--- src/design/scan_pkg.sv ---
// Constants shared by the serial scan engine: register indices, field positions, reset values.
// Assumes a 16-bit register port addressed by word index.
package scan_pkg;
	localparam logic [3:0]  REG_SETUP     = 4'h0;
	localparam logic [3:0]  REG_CLKDIV    = 4'h1;
	localparam logic [3:0]  REG_LFSR_EXP  = 4'h2;
	localparam logic [3:0]  REG_SEED_LO   = 4'h3;
	localparam logic [3:0]  REG_SEED_HI   = 4'h4;
	localparam logic [3:0]  REG_RESULT_LO = 4'h5;
	localparam logic [3:0]  REG_RESULT_HI = 4'h6;
	localparam logic [3:0]  REG_STATUS    = 4'h7;
	localparam logic [3:0]  REG_CAPTURE   = 4'h8;
	localparam int          SETUP_TAP_RESET_BIT = 5;
	localparam logic [15:0] SETUP_RESET   = 16'h0000;
	localparam logic [15:0] CLKDIV_RESET  = 16'h0004;
	localparam logic [2:0]  LFSR_EXP_RESET = 3'h0;
	localparam logic [31:0] SEED_RESET    = 32'h0000_0000;
	localparam int          STAT_CMP_BIT  = 15;
	localparam int          STAT_TAP_LSB  = 4;
	localparam int          STAT_DR_BIT   = 2;
	localparam int          STAT_IR_BIT   = 1;
	localparam int          STAT_BUSY_BIT = 0;
	localparam logic [1:0]  LOOP_NORMAL   = 2'h0;
	localparam logic [1:0]  LOOP_TMS      = 2'h1;
	localparam logic [1:0]  LOOP_TDO      = 2'h2;
	localparam logic [3:0]  TMS_SKIP_BASE = 4'h7;
	localparam int          LOOP_BIT      = 7;
	localparam int          EXIT_BIT      = 8;
	localparam logic [3:0]  POST_LSB      = 4'h9;
	localparam int          IR_PAD_PER_LEVEL = 8;
	localparam logic [2:0]  TLR_ONES      = 3'h5;
	localparam logic [31:0] POLY0 = 32'h8000_0057;
	localparam logic [31:0] POLY1 = 32'h8020_0003;
	localparam logic [31:0] POLY2 = 32'h8000_0062;
	localparam logic [31:0] POLY3 = 32'h0400_0007;
	localparam logic [31:0] POLY4 = 32'h04C1_1DB7;
	localparam logic [3:0]  TAP_TLR  = 4'h0;
	localparam logic [3:0]  TAP_RTI  = 4'h1;
	localparam logic [3:0]  TAP_SELDR = 4'h2;
	localparam logic [3:0]  TAP_CAPDR = 4'h3;
	localparam logic [3:0]  TAP_SHDR = 4'h4;
	localparam logic [3:0]  TAP_EX1DR = 4'h5;
	localparam logic [3:0]  TAP_PADR = 4'h6;
	localparam logic [3:0]  TAP_EX2DR = 4'h7;
	localparam logic [3:0]  TAP_UPDR = 4'h8;
	localparam logic [3:0]  TAP_SELIR = 4'h9;
	localparam logic [3:0]  TAP_CAPIR = 4'hA;
	localparam logic [3:0]  TAP_SHIR = 4'hB;
	localparam logic [3:0]  TAP_EX1IR = 4'hC;
	localparam logic [3:0]  TAP_PAIR = 4'hD;
	localparam logic [3:0]  TAP_EX2IR = 4'hE;
	localparam logic [3:0]  TAP_UPIR = 4'hF;
endpackage

--- src/design/scan_shift_compare_engine.sv ---
// Serial scan engine: scan clock divider, tap tracker, shifters, signature register and comparator.
// Assumes a sequence controller that starts vectors and supplies outgoing, expected and mask words.
//
// The register addresses and the strobed register port were chosen for this implementation.
`timescale 1ns/10ps
module scan_shift_compare_engine #(
	parameter int DATA_LEN_W = 16,
	parameter int LEVEL_W    = 3
) (
	input  wire logic                  clk,
	input  wire logic                  rst_b,
	input  wire logic [3:0]            reg_addr,
	input  wire logic [15:0]           reg_wdata,
	input  wire logic                  reg_wr,
	input  wire logic                  reg_rd,
	output logic      [15:0]           reg_rdata,
	input  wire logic                  on_the_fly_load_mode,
	input  wire logic                  seq_run_start,
	input  wire logic                  vec_start,
	input  wire logic [15:0]           vec_macro,
	input  wire logic [2:0]            vec_pre_count,
	input  wire logic [2:0]            vec_post_count,
	input  wire logic [DATA_LEN_W-1:0] vec_data_len,
	input  wire logic                  vec_capture,
	input  wire logic                  vec_compare,
	input  wire logic                  vec_use_mask,
	input  wire logic                  vec_preloaded,
	input  wire logic                  bridge_active,
	input  wire logic [LEVEL_W-1:0]    bridge_levels,
	input  wire logic [31:0]           tdo_word,
	input  wire logic [31:0]           exp_word,
	input  wire logic [31:0]           mask_word,
	input  wire logic                  tdo_word_valid,
	output logic                       tdo_word_take,
	output logic      [31:0]           cap_word,
	output logic                       cap_word_valid,
	output logic                       vec_busy,
	output logic                       vec_done,
	output logic                       scan_clock_out,
	output logic                       scan_mode_select_out,
	output logic                       scan_data_out,
	input  wire logic                  scan_data_in,
	output logic                       instruction_shift_state,
	output logic                       data_shift_state,
	output logic      [15:0]           tap_state
);
	typedef enum logic [2:0] {S_IDLE, S_PRE, S_LEAD, S_DATA, S_TRAIL, S_POST, S_FLUSH} phase_e;

	function automatic logic [7:0] divisor(input logic [15:0] r);
		logic [7:0] d;
		d = 8'h02;
		for (int i = 1; i <= 7; i++) begin
			if (r[i]) begin
				d = 8'(1 << i);
			end
		end
		return d;
	endfunction

	function automatic logic [3:0] tap_next(input logic [3:0] s, input logic m);
		case (s)
			scan_pkg::TAP_TLR:   tap_next = m ? scan_pkg::TAP_TLR : scan_pkg::TAP_RTI;
			scan_pkg::TAP_RTI:   tap_next = m ? scan_pkg::TAP_SELDR : scan_pkg::TAP_RTI;
			scan_pkg::TAP_SELDR: tap_next = m ? scan_pkg::TAP_SELIR : scan_pkg::TAP_CAPDR;
			scan_pkg::TAP_CAPDR: tap_next = m ? scan_pkg::TAP_EX1DR : scan_pkg::TAP_SHDR;
			scan_pkg::TAP_SHDR:  tap_next = m ? scan_pkg::TAP_EX1DR : scan_pkg::TAP_SHDR;
			scan_pkg::TAP_EX1DR: tap_next = m ? scan_pkg::TAP_UPDR : scan_pkg::TAP_PADR;
			scan_pkg::TAP_PADR:  tap_next = m ? scan_pkg::TAP_EX2DR : scan_pkg::TAP_PADR;
			scan_pkg::TAP_EX2DR: tap_next = m ? scan_pkg::TAP_UPDR : scan_pkg::TAP_SHDR;
			scan_pkg::TAP_UPDR:  tap_next = m ? scan_pkg::TAP_SELDR : scan_pkg::TAP_RTI;
			scan_pkg::TAP_SELIR: tap_next = m ? scan_pkg::TAP_TLR : scan_pkg::TAP_CAPIR;
			scan_pkg::TAP_CAPIR: tap_next = m ? scan_pkg::TAP_EX1IR : scan_pkg::TAP_SHIR;
			scan_pkg::TAP_SHIR:  tap_next = m ? scan_pkg::TAP_EX1IR : scan_pkg::TAP_SHIR;
			scan_pkg::TAP_EX1IR: tap_next = m ? scan_pkg::TAP_UPIR : scan_pkg::TAP_PAIR;
			scan_pkg::TAP_PAIR:  tap_next = m ? scan_pkg::TAP_EX2IR : scan_pkg::TAP_PAIR;
			scan_pkg::TAP_EX2IR: tap_next = m ? scan_pkg::TAP_UPIR : scan_pkg::TAP_SHIR;
			default:             tap_next = m ? scan_pkg::TAP_SELDR : scan_pkg::TAP_RTI;
		endcase
	endfunction

	function automatic logic [31:0] poly_of(input logic [2:0] code);
		case (code)
			3'h1:    poly_of = scan_pkg::POLY1;
			3'h2:    poly_of = scan_pkg::POLY2;
			3'h3:    poly_of = scan_pkg::POLY3;
			3'h4:    poly_of = scan_pkg::POLY4;
			default: poly_of = scan_pkg::POLY0;
		endcase
	endfunction

	phase_e                st_ff;
	logic [15:0]           setup_ff;
	logic [15:0]           clkdiv_ff;
	logic [2:0]            exp_code_ff;
	logic [31:0]           seed_ff;
	logic [31:0]           result_ff;
	logic [7:0]            cnt_ff;
	logic                  tck_on_ff;
	logic                  cap_on_ff;
	logic [15:0]           macro_ff;
	logic [15:0]           tms_sh_ff;
	logic [31:0]           tdo_sh_ff;
	logic [31:0]           exp_sh_ff;
	logic [31:0]           mask_sh_ff;
	logic                  exp_bit_ff;
	logic                  mask_bit_ff;
	logic [4:0]            word_idx_ff;
	logic [DATA_LEN_W-1:0] rem_ff;
	logic [DATA_LEN_W-1:0] data_len_ff;
	logic [DATA_LEN_W-1:0] trail_len_ff;
	logic [2:0]            post_ff;
	logic                  capture_ff;
	logic                  cmp_act_ff;
	logic                  use_mask_ff;
	logic                  tms_out_ff;
	logic                  tdo_out_ff;
	logic                  tck_ff;
	logic                  done_ff;
	logic [3:0]            tap_idx_ff;
	logic [2:0]            ones_ff;
	logic                  din_meta_ff;
	logic                  din_sync_ff;
	logic [31:0]           cap_sh_ff;
	logic [4:0]            cap_cnt_ff;
	logic [31:0]           cap_word_ff;
	logic                  cap_valid_ff;
	logic [31:0]           lfsr_ff;
	logic                  imm_ff;
	logic                  sticky_ff;
	logic                  cmp_res_ff;
	logic [15:0]           rdata_ff;
	logic [15:0]           cap_hi_ff;
	logic                  cap_hi_pend_ff;

	logic [7:0]            div;
	logic [7:0]            half;
	logic                  stall;
	logic                  running;
	logic                  so;
	logic                  si;
	logic                  last_body;
	logic [3:0]            entry_idx;
	logic [DATA_LEN_W-1:0] lead_len;
	logic [DATA_LEN_W-1:0] trail_len;
	logic                  bit_in;
	logic                  match;
	logic                  tap_reset_req;
	logic [15:0]           status;

	assign div = divisor(clkdiv_ff);
	assign half = {1'b0, div[7:1]};
	assign stall = on_the_fly_load_mode && st_ff == S_DATA && word_idx_ff == 5'h00
		&& !tdo_word_valid && cnt_ff == 8'h00;
	assign running = st_ff != S_IDLE && !stall;
	assign so = running && cnt_ff == div - 8'h01;
	assign si = running && tck_on_ff && cnt_ff == half - 8'h01;
	assign last_body = rem_ff == DATA_LEN_W'(1)
		&& (st_ff == S_TRAIL || (st_ff == S_DATA && trail_len_ff == '0));
	assign entry_idx = rem_ff != '0 ? tap_next(tap_idx_ff, tms_sh_ff[0]) : tap_idx_ff;
	// Pads are sized from the state the target will be in when the body starts.
	assign lead_len = (bridge_active && (entry_idx == scan_pkg::TAP_SHIR || entry_idx == scan_pkg::TAP_SHDR))
		? DATA_LEN_W'(bridge_levels) : '0;
	assign trail_len = !bridge_active ? '0
		: entry_idx == scan_pkg::TAP_SHIR ? DATA_LEN_W'(bridge_levels * scan_pkg::IR_PAD_PER_LEVEL)
		: entry_idx == scan_pkg::TAP_SHDR ? DATA_LEN_W'(bridge_levels) : '0;
	assign tap_reset_req = reg_wr && reg_addr == scan_pkg::REG_SETUP
		&& reg_wdata[scan_pkg::SETUP_TAP_RESET_BIT];
	assign match = bit_in == exp_bit_ff || (use_mask_ff && mask_bit_ff);
	assign tdo_word_take = so && st_ff == S_DATA && word_idx_ff == 5'h00;

	always_comb begin
		case (setup_ff[1:0])
			scan_pkg::LOOP_TMS: bit_in = tms_out_ff;
			scan_pkg::LOOP_TDO: bit_in = tdo_out_ff;
			default:            bit_in = din_sync_ff;
		endcase
	end

	always_ff @(posedge clk) begin
		din_meta_ff <= scan_data_in;
		din_sync_ff <= din_meta_ff;
	end

	always_ff @(posedge clk) begin
		if (!rst_b) begin
			setup_ff <= scan_pkg::SETUP_RESET;
			clkdiv_ff <= scan_pkg::CLKDIV_RESET;
			exp_code_ff <= scan_pkg::LFSR_EXP_RESET;
			seed_ff <= scan_pkg::SEED_RESET;
		end else if (reg_wr) begin
			case (reg_addr)
				scan_pkg::REG_SETUP:    setup_ff <= reg_wdata;
				scan_pkg::REG_CLKDIV:   clkdiv_ff <= reg_wdata;
				scan_pkg::REG_LFSR_EXP: exp_code_ff <= reg_wdata[2:0];
				scan_pkg::REG_SEED_LO:  seed_ff[15:0] <= reg_wdata;
				scan_pkg::REG_SEED_HI:  seed_ff[31:16] <= reg_wdata;
				default: begin
				end
			endcase
		end
	end

	// Clock pulse counter; it holds at zero while gated, and running going low keeps the scan clock low.
	always_ff @(posedge clk) begin
		if (!rst_b || st_ff == S_IDLE || so) begin
			cnt_ff <= 8'h00;
		end else if (!stall) begin
			cnt_ff <= cnt_ff + 8'h01;
		end
	end

	always_ff @(posedge clk) begin
		if (!rst_b) begin
			tck_ff <= 1'b0;
		end else begin
			tck_ff <= tck_on_ff && running && cnt_ff >= half - 8'h01 && !so;
		end
	end

	// Phase sequencing; outputs change only on a shift-out strobe, so they hold while gated.
	always_ff @(posedge clk) begin
		if (!rst_b) begin
			st_ff <= S_IDLE;
			rem_ff <= '0;
			data_len_ff <= '0;
			trail_len_ff <= '0;
			post_ff <= 3'h0;
			macro_ff <= 16'h0000;
			tms_sh_ff <= 16'h0000;
			tdo_sh_ff <= 32'h0000_0000;
			exp_sh_ff <= 32'h0000_0000;
			mask_sh_ff <= 32'h0000_0000;
			exp_bit_ff <= 1'b0;
			mask_bit_ff <= 1'b0;
			word_idx_ff <= 5'h00;
			capture_ff <= 1'b0;
			cmp_act_ff <= 1'b0;
			use_mask_ff <= 1'b0;
			tms_out_ff <= 1'b1;
			tdo_out_ff <= 1'b1;
			tck_on_ff <= 1'b0;
			cap_on_ff <= 1'b0;
			done_ff <= 1'b0;
		end else begin
			done_ff <= 1'b0;
			if (st_ff == S_IDLE && vec_start) begin
				st_ff <= S_PRE;
				rem_ff <= DATA_LEN_W'(vec_pre_count);
				macro_ff <= vec_macro;
				tms_sh_ff <= vec_macro >> (scan_pkg::TMS_SKIP_BASE - {1'b0, vec_pre_count});
				data_len_ff <= vec_data_len;
				post_ff <= vec_post_count;
				word_idx_ff <= 5'h00;
				capture_ff <= vec_capture;
				cmp_act_ff <= (vec_compare || vec_use_mask) && vec_preloaded && !on_the_fly_load_mode;
				use_mask_ff <= vec_use_mask;
			end else if (so) begin
				tck_on_ff <= 1'b1;
				cap_on_ff <= 1'b0;
				case (st_ff)
					S_PRE: begin
						if (rem_ff == '0) begin
							tck_on_ff <= 1'b0;
						end else begin
							tms_out_ff <= tms_sh_ff[0];
							tms_sh_ff <= tms_sh_ff >> 1;
						end
						if (rem_ff <= DATA_LEN_W'(1)) begin
							trail_len_ff <= trail_len;
							st_ff <= lead_len != '0 ? S_LEAD : S_DATA;
							rem_ff <= lead_len != '0 ? lead_len : data_len_ff;
						end else begin
							rem_ff <= rem_ff - DATA_LEN_W'(1);
						end
					end
					S_LEAD: begin
						tms_out_ff <= macro_ff[scan_pkg::LOOP_BIT];
						tdo_out_ff <= 1'b1;
						rem_ff <= rem_ff == DATA_LEN_W'(1) ? data_len_ff : rem_ff - DATA_LEN_W'(1);
						if (rem_ff == DATA_LEN_W'(1)) begin
							st_ff <= S_DATA;
						end
					end
					S_DATA, S_TRAIL: begin
						tms_out_ff <= last_body ? macro_ff[scan_pkg::EXIT_BIT] : macro_ff[scan_pkg::LOOP_BIT];
						if (st_ff == S_TRAIL) begin
							tdo_out_ff <= 1'b1;
						end else begin
							cap_on_ff <= capture_ff;
							word_idx_ff <= word_idx_ff + 5'h01;
							if (word_idx_ff == 5'h00) begin
								tdo_out_ff <= tdo_word[0];
								tdo_sh_ff <= tdo_word >> 1;
								exp_bit_ff <= exp_word[0];
								exp_sh_ff <= exp_word >> 1;
								mask_bit_ff <= mask_word[0];
								mask_sh_ff <= mask_word >> 1;
							end else begin
								tdo_out_ff <= tdo_sh_ff[0];
								tdo_sh_ff <= tdo_sh_ff >> 1;
								exp_bit_ff <= exp_sh_ff[0];
								exp_sh_ff <= exp_sh_ff >> 1;
								mask_bit_ff <= mask_sh_ff[0];
								mask_sh_ff <= mask_sh_ff >> 1;
							end
						end
						if (rem_ff != DATA_LEN_W'(1)) begin
							rem_ff <= rem_ff - DATA_LEN_W'(1);
						end else if (st_ff == S_DATA && trail_len_ff != '0) begin
							st_ff <= S_TRAIL;
							rem_ff <= trail_len_ff;
						end else begin
							st_ff <= post_ff != 3'h0 ? S_POST : S_FLUSH;
							rem_ff <= DATA_LEN_W'(post_ff);
							tms_sh_ff <= macro_ff >> scan_pkg::POST_LSB;
						end
					end
					S_POST: begin
						tms_out_ff <= tms_sh_ff[0];
						tms_sh_ff <= tms_sh_ff >> 1;
						rem_ff <= rem_ff - DATA_LEN_W'(1);
						if (rem_ff == DATA_LEN_W'(1)) begin
							st_ff <= S_FLUSH;
						end
					end
					default: begin
						tck_on_ff <= 1'b0;
						st_ff <= S_IDLE;
						done_ff <= 1'b1;
					end
				endcase
			end
		end
	end

	// Tap tracker advances at each rising scan clock edge with the level then driven.
	always_ff @(posedge clk) begin
		if (!rst_b || tap_reset_req) begin
			tap_idx_ff <= scan_pkg::TAP_TLR;
			ones_ff <= 3'h0;
		end else if (si) begin
			ones_ff <= tms_out_ff ? ones_ff + 3'h1 : 3'h0;
			if (tms_out_ff && ones_ff + 3'h1 >= scan_pkg::TLR_ONES) begin
				tap_idx_ff <= scan_pkg::TAP_TLR;
				ones_ff <= 3'h0;
			end else begin
				tap_idx_ff <= tap_next(tap_idx_ff, tms_out_ff);
			end
		end
	end

	always_ff @(posedge clk) begin
		if (!rst_b) begin
			cap_sh_ff <= 32'h0000_0000;
			cap_cnt_ff <= 5'h00;
			cap_word_ff <= 32'h0000_0000;
			cap_valid_ff <= 1'b0;
		end else begin
			cap_valid_ff <= 1'b0;
			if (si && cap_on_ff) begin
				cap_sh_ff <= {bit_in, cap_sh_ff[31:1]};
				cap_cnt_ff <= cap_cnt_ff + 5'h01;
				if (cap_cnt_ff == 5'h1F) begin
					cap_word_ff <= {bit_in, cap_sh_ff[31:1]};
					cap_valid_ff <= 1'b1;
				end
			end else if (so && st_ff == S_FLUSH && cap_cnt_ff != 5'h00) begin
				// A short last word is right-aligned so its first bit lands in bit 0.
				cap_word_ff <= cap_sh_ff >> (6'h20 - {1'b0, cap_cnt_ff});
				cap_valid_ff <= 1'b1;
				cap_cnt_ff <= 5'h00;
			end
		end
	end

	always_ff @(posedge clk) begin
		if (!rst_b) begin
			lfsr_ff <= scan_pkg::SEED_RESET;
			result_ff <= scan_pkg::SEED_RESET;
		end else if (st_ff == S_IDLE && vec_start) begin
			lfsr_ff <= seed_ff;
		end else if (si && cap_on_ff) begin
			lfsr_ff <= {lfsr_ff[30:0], 1'b0} ^ ((lfsr_ff[31] ^ bit_in) ? poly_of(exp_code_ff) : 32'h0000_0000);
		end else if (so && st_ff == S_FLUSH) begin
			result_ff <= lfsr_ff;
		end
	end

	always_ff @(posedge clk) begin
		if (!rst_b || seq_run_start) begin
			imm_ff <= 1'b0;
			sticky_ff <= 1'b1;
			cmp_res_ff <= 1'b0;
		end else if (st_ff == S_IDLE && vec_start) begin
			sticky_ff <= 1'b1;
		end else if (si && cap_on_ff && cmp_act_ff) begin
			imm_ff <= match;
			if (!match) begin
				sticky_ff <= 1'b0;
			end
		end else if (so && st_ff == S_FLUSH && cmp_act_ff) begin
			cmp_res_ff <= sticky_ff;
		end
	end

	always_comb begin
		status = 16'h0000;
		status[scan_pkg::STAT_CMP_BIT] = cmp_res_ff;
		status[scan_pkg::STAT_TAP_LSB +: 4] = tap_idx_ff;
		status[scan_pkg::STAT_DR_BIT] = data_shift_state;
		status[scan_pkg::STAT_IR_BIT] = instruction_shift_state;
		status[scan_pkg::STAT_BUSY_BIT] = vec_busy;
	end

	always_ff @(posedge clk) begin
		if (!rst_b) begin
			rdata_ff <= 16'h0000;
			cap_hi_ff <= 16'h0000;
			cap_hi_pend_ff <= 1'b0;
		end else if (reg_rd) begin
			case (reg_addr)
				scan_pkg::REG_SETUP:     rdata_ff <= setup_ff;
				scan_pkg::REG_CLKDIV:    rdata_ff <= clkdiv_ff;
				scan_pkg::REG_LFSR_EXP:  rdata_ff <= {13'h0000, exp_code_ff};
				scan_pkg::REG_SEED_LO:   rdata_ff <= seed_ff[15:0];
				scan_pkg::REG_SEED_HI:   rdata_ff <= seed_ff[31:16];
				scan_pkg::REG_RESULT_LO: rdata_ff <= result_ff[15:0];
				scan_pkg::REG_RESULT_HI: rdata_ff <= result_ff[31:16];
				scan_pkg::REG_STATUS:    rdata_ff <= status;
				scan_pkg::REG_CAPTURE: begin
					// The high half is frozen at the first read so a new word cannot tear the pair.
					rdata_ff <= cap_hi_pend_ff ? cap_hi_ff : cap_word_ff[15:0];
					cap_hi_ff <= cap_word_ff[31:16];
					cap_hi_pend_ff <= !cap_hi_pend_ff;
				end
				default:                 rdata_ff <= 16'h0000;
			endcase
		end else begin
			rdata_ff <= 16'h0000;
		end
	end

	assign reg_rdata = rdata_ff;
	assign cap_word = cap_word_ff;
	assign cap_word_valid = cap_valid_ff;
	assign vec_busy = st_ff != S_IDLE;
	assign vec_done = done_ff;
	assign scan_clock_out = tck_ff;
	assign scan_mode_select_out = tms_out_ff;
	assign scan_data_out = tdo_out_ff;
	assign tap_state = 16'h0001 << tap_idx_ff;
	assign instruction_shift_state = tap_idx_ff == scan_pkg::TAP_SHIR;
	assign data_shift_state = tap_idx_ff == scan_pkg::TAP_SHDR;
endmodule // scan_shift_compare_engine

--- config.mk ---
export PLATFORM = sky130hd
export DESIGN_NAME = scan_shift_compare_engine
export DESIGN_NICKNAME = d
export VERILOG_FILES = /design/src/design/scan_pkg.sv /design/src/design/scan_shift_compare_engine.sv
export SDC_FILE = /design/constraint.sdc
export NUM_CORES = 1
export LEC_CHECK = 0
export BUFFER_PORTS_ARGS = -buffer_cell sky130_fd_sc_hd__buf_4
export CAP_MARGIN = 20
export CORE_ASPECT_RATIO = 0.7
export CORE_MARGIN = 4
export CORE_UTILIZATION = 54
export CTS_CLUSTER_DIAMETER = 200
export DETAILED_ROUTE_END_ITERATION = 10
export GPL_ROUTABILITY_DRIVEN = 1
export HOLD_SLACK_MARGIN = 0.05
export PLACE_DENSITY = 0.77
export SYNTH_ARGS = -nofsm -noshare
export SYNTH_HDL_FRONTEND = slang
export SYNTH_SLANG_ARGS = --single-unit
--- constraint.sdc ---
create_clock -name clk -period 4 [get_ports clk]
set_input_delay 1 -clock clk [delete_from_list [all_inputs] [get_ports clk]]
set_output_delay 1 -clock clk [all_outputs]
set_load 0.1 [all_outputs]
* After elaboration in Yosys (flattened, before gate mapping)
Index checks and enable logic that the tools add are counted.
** Storage, ports and cells
- Register bits after elaboration :: 451
- Input bits :: 171
- Word-level logic and storage cells :: 311
** Operators by class
- Add/subtract/negate cells :: 9
- Magnitude comparators :: 3
- Eq/ne operators :: 52
- Shifts and indexed selects :: 3
- Multiplexer cells :: 98
- Bitwise gates (word level) :: 9
- Reduce and logical (&&, ||, !) cells :: 92
** Operators by type and width (number)
- 32-bit two-way mux :: 9
- 16-bit two-way mux :: 11
- 16-bit one-hot mux with 9 select lines :: 1
- 32-bit one-hot mux with 4 select lines :: 1
- 31-bit two-way mux :: 3
- 4-bit one-hot mux with 11 select lines :: 2
- 16-bit one-hot mux with 4 select lines :: 1
- 16-bit one-hot mux with 3 select lines :: 1
- 16-bit nonzero test :: 3
- 3-bit two-way mux :: 15
- 4-bit two-way mux :: 11
- 4-bit by 3-bit == test with 1-bit output, second input constant :: 9
- 4-bit == test, second input constant :: 8
- 16-bit zero test :: 2
- 32-bit by 6-bit >> shifter with 32-bit output :: 1
- 32-bit XOR :: 1
- 1-bit logical AND :: 28
- 2-bit AND reduction :: 12
- 1-bit two-way mux :: 22
- 6-bit two-way mux :: 3
- 3-bit != test, second input constant :: 6
- 16-bit by 1-bit == test with 1-bit output, second input constant :: 1
- 4-bit by 2-bit == test with 1-bit output, second input constant :: 4
- 8-bit == test :: 2
- other kinds (50) :: 109

* Depth between registers and ports, before layout
- Depth in word-level cells :: 17
- Gate-level depth with buffers :: 19

* Worst setup path after synthesis
Ideal clock, no wire load.
- Kind :: register to output
- Start point :: register clkdiv_ff[7]
- End point :: output tdo_word_take
- Arrival :: 4.312 ns
- Setup slack :: -1.312 ns
- Stages on the path, launching flop included :: 14
- Path buffers :: 4
- Path through :: dfxtp_1 -> buf_6 -> or2_1 -> clkbuf_2 -> or3_1 -> ha_1 -> buf_4 -> xnor2_1 -> xnor2_1 -> o22a_1 -> nor4_1 -> clkbuf_1 -> nand2_1 -> nor2_1
** On the way
- Word-level cells in the longest chain between the ends :: 6
** RTL lines
- from (decl) :: RTL line scan_shift_compare_engine.sv:93 : logic [15:0] clkdiv_ff;
- from (signal assigned) :: RTL line scan_shift_compare_engine.sv:187 : clkdiv_ff <= scan_pkg::CLKDIV_RESET;
- from (signal assigned) :: RTL line scan_shift_compare_engine.sv:193 : scan_pkg::REG_CLKDIV: clkdiv_ff <= reg_wdata;
- 8-bit two-way mux :: RTL line scan_shift_compare_engine.sv:53 : if (r[i]) begin
- 8-bit by 1-bit subtractor with 8-bit output :: RTL line scan_shift_compare_engine.sv:155 : assign so = running && cnt_ff == div - 8'h01;
- 8-bit == test :: RTL line scan_shift_compare_engine.sv:155
- 1-bit logical AND :: RTL line scan_shift_compare_engine.sv:155
- 1-bit logical AND (2 in a row) :: RTL line scan_shift_compare_engine.sv:169 : assign tdo_word_take = so && st_ff == S_DATA && word_idx_ff == 5'h00;
- to (decl) :: RTL line scan_shift_compare_engine.sv:34 : output logic tdo_word_take,
Every way passes these cells.

* Worst setup path after layout
- Start point :: register clkdiv_ff[3]
- End point :: output tdo_word_take
** On the way
- Word-level cells in the longest chain between the ends :: 10
** RTL lines (RTL line)
- 4-bit two-way mux :: scan_shift_compare_engine.sv:53
- 5-bit two-way mux :: scan_shift_compare_engine.sv:53
- 6-bit two-way mux :: scan_shift_compare_engine.sv:53
- 7-bit two-way mux :: scan_shift_compare_engine.sv:53
- 8-bit two-way mux :: scan_shift_compare_engine.sv:53
- 8-bit by 1-bit subtractor with 8-bit output :: scan_shift_compare_engine.sv:155
- 8-bit == test :: scan_shift_compare_engine.sv:155
- 1-bit logical AND :: scan_shift_compare_engine.sv:155
- 1-bit logical AND (2 in a row) :: scan_shift_compare_engine.sv:169
Every way passes these cells.

==> impl_metrics.ini <==
[run_status]
status = complete, but fails checks
violations = setup timing

[layout]
num_antenna_cells = 0
nFillCells = 3416
mostFrequentLayoutCells = nand2_1, dfxtp_1, buf_4
drive_gt1_frac = 0.1715
synthToLayoutAreaGrowth_pct = 16.92
fin_nets = 3140
final_common_cell = nand2_1
final_util = 0.6479
fin_area_sq_um = 26060

[global_route]
grt_max_degree = 97
use_met1 = 0.4520
grt_usage = 0.3097
first_global_vias = 20149
antenna_found_initial = 0
grt_pass1_wl_um = 112600
overflow = 0
busiest_layer = met2
grtUsageMet2 = 0.4608
use_met3 = 0.07084

[synth]
synth_mux_area_frac = 0.08785
synth-xor-area-share = 0.02122
synth-compound-area-share = 0.2121
synthAdderAreaFrac = 0.01291
synth_edf_count = 0
ys_seq_area_frac = 0.3871
syn_avg_cell_area_sq_um = 7.924
syn_inst = 2813
netlist_area_sq_um = 22290
synth-seq-cells = 431
async_reset_ff_frac = 0
yosys.area_share.simple = 0.2313
synth_top_family_by_area = simple AND/OR/NAND/NOR gates
synth.net_count = 3007
netlist-cell-type-count = 80
yosys_warnings = 0
synth_ff_type = dfxtp_1

[routing]
first_iter_violations = 2572
wirelength_um = 72140
vias = 21792
firstDrtPassIters = 6
drc = 0
wl_per_cell_um = 20.56
via_per_inst = 6.210
drtAntennaViolNets = 0

[clocking]
cts_max_path_buffers = 3
clock_sinks = 431
clkTransAtPathRegs_ns = 0.07
insertion_delay_ns = 0.56
postCtsHoldBufs = 0
cts_root_buf = clkbuf_16
htreeDepth = 2
cts_tree = built
numCtsBuffers = 42

[pwr]
leakage_uw = 0.009812
pwr_density_cell_nw_per_um2 = 355.0
finalPower_uw = 9251
peakVddDrop_mv = 0.2978

[setup_path]
critPathKind = reg -> out
cp_max_fo = 7
crit_required_ns = 3.00
cp-end-kind = primary output
cp_data_arrival_time_ns = 3.11
cp-start-kind = flop

[flow_run]
drv_cap = 0

[floorplan]
rows = 61
die_h_um = 178.0
io_pins = 244
die_w_um = 250.8
coreArea_sq_um = 40220
start_util = 0.5541
dieArea_sq_um = 44640

[sta]
clock.fmax_mhz = 243.3
setup-violations-final = 1
rsz0062_at_grt = true
worst_slack_ns = -0.1101
whs_ns = 0.2996
period_needed_ns = 4.110
tightest_slew_ns = 0.9627
hold_viol = 0
slew_headroom = 0.3582
maxSlewViolCount = 0
clock_skew_ns = 0.03561
finalCritPeriodShare = 1.028

[place]
port_buffers = 243
placed_cell_area_sq_um = 24570
pre_cts_ws_ns = 0.04044
gp_congestion = 0.9964
hpwl_um = 51400

[min_path]
worstHoldPathType = reg -> reg
-- where the power goes --
group          internal, uW  switching (uW)
combinational           321             499
sequential             4340            41.8
clock                  2320            1730
-- cells in the mapped netlist, types with 17 or more instances --
cell	n	area, sq um
a21oi_1	174	870.8
o211ai_1	24	180.2
inv_1	33	123.9
nand3_1	99	495.5
a311oi_1	101	884.6
nand2b_1	21	131.4
dfxtp_1	431	8628
ha_1	23	287.8
mux4_2	29	653.1
a21boi_0	100	750.7
nor3_1	37	185.2
nor2_1	217	814.5
mux2i_1	82	820.8
mux2_2	43	484.2
nor2b_1	20	125.1
nand2_1	684	2567
xnor2_1	26	227.7
xor2_1	28	245.2
a22oi_1	33	247.7
o21ai_0	107	535.5
buf_2	18	90.09
buf_1	20	75.07
a31oi_1	39	244.0
nand4_1	17	106.4
clkbuf_1	184	690.7
-- final cells by class --
| cell class | instances | area, sq um | area share |
|---|---|---|---|
| Multi-Input combinational cell | 2120 | 12770 | 0.4899 |
| Sequential cell | 431 | 8632 | 0.3312 |
| Timing Repair Buffer | 318 | 2479 | 0.09511 |
| Clock buffer | 55 | 1170 | 0.04489 |
| Tap cell | 535 | 669.4 | 0.02569 |
| Clock inverter | 17 | 214.0 | 0.008210 |
| Inverter | 33 | 128.9 | 0.004945 |
-- worst max-delay path, cell delays in order, from the launching register on --
cell and delay, ns:
dfxtp_2 0.32, or3_4 0.38, or3_4 0.35, ha_4 0.20, xnor2_2 0.15, xnor2_1 0.15
o22a_2 0.28, nor4_4 0.33, nand2_4 0.09, nor2_4 0.11, buf_12 0.19
-- flip-flops by register name (all words and copies together) (netlist names), 31 cells and up --
name / cells
exp_sh_ff: 31
seed_ff: 32
lfsr_ff: 32
cap_sh_ff: 32
tdo_sh_ff: 31
mask_sh_ff: 31
result_ff: 32
cap_word: 32
-- timing repair --
| action | in CTS | in global routing |
|---|---|---|
| resized for setup | 10 | 2 |
| buffers inserted | 5 | 0 |
| pin swaps | 9 | 0 |
| setup endpoints to repair | 1 | 5 |
-- kinds of logic (layout without fill, tap and decap cells) --
kind of cell | Yosys count | count (layout)
simple gates | 1190 | 1190
compound gates | 698 | 698
flops | 431 | 431
buf+inv | 262 | 423
mux | 154 | 154
xor+xnor | 54 | 54
fa+ha+maj | 23 | 23
other cells | 1 | 1
-- metrics by stage --
step           setup TNS, ns  instances
6_report             -0.1101       3509
5_1_grt              -0.2910       3509
4_1_cts              -0.1153       3507
3_5_place_dp               0       3430
3_3_place_gp               0       3430
2_1_floorplan       -0.09012       2813
-- worst paths after layout --
path                            slack, ns       endpoint          from  cells past startpoint
worst min-delay path                 0.30    din_sync_ff   din_meta_ff                      0
worst max register to register       0.10    cap_word[3]  clkdiv_ff[3]                     15
worst min register to register       0.30    din_sync_ff   din_meta_ff                      0
worst max-delay path                -0.11  tdo_word_take  clkdiv_ff[3]                     10
-- metal layers --
metal / vias up / share of wire
li1: 10251 / -
met1: 10250 / 0.44
met2: 1129 / 0.42
met3: 162 / 0.11
met4: 0 / 0.029
met5: - / 0
Note: power is estimated with default switching activity, not from simulation.
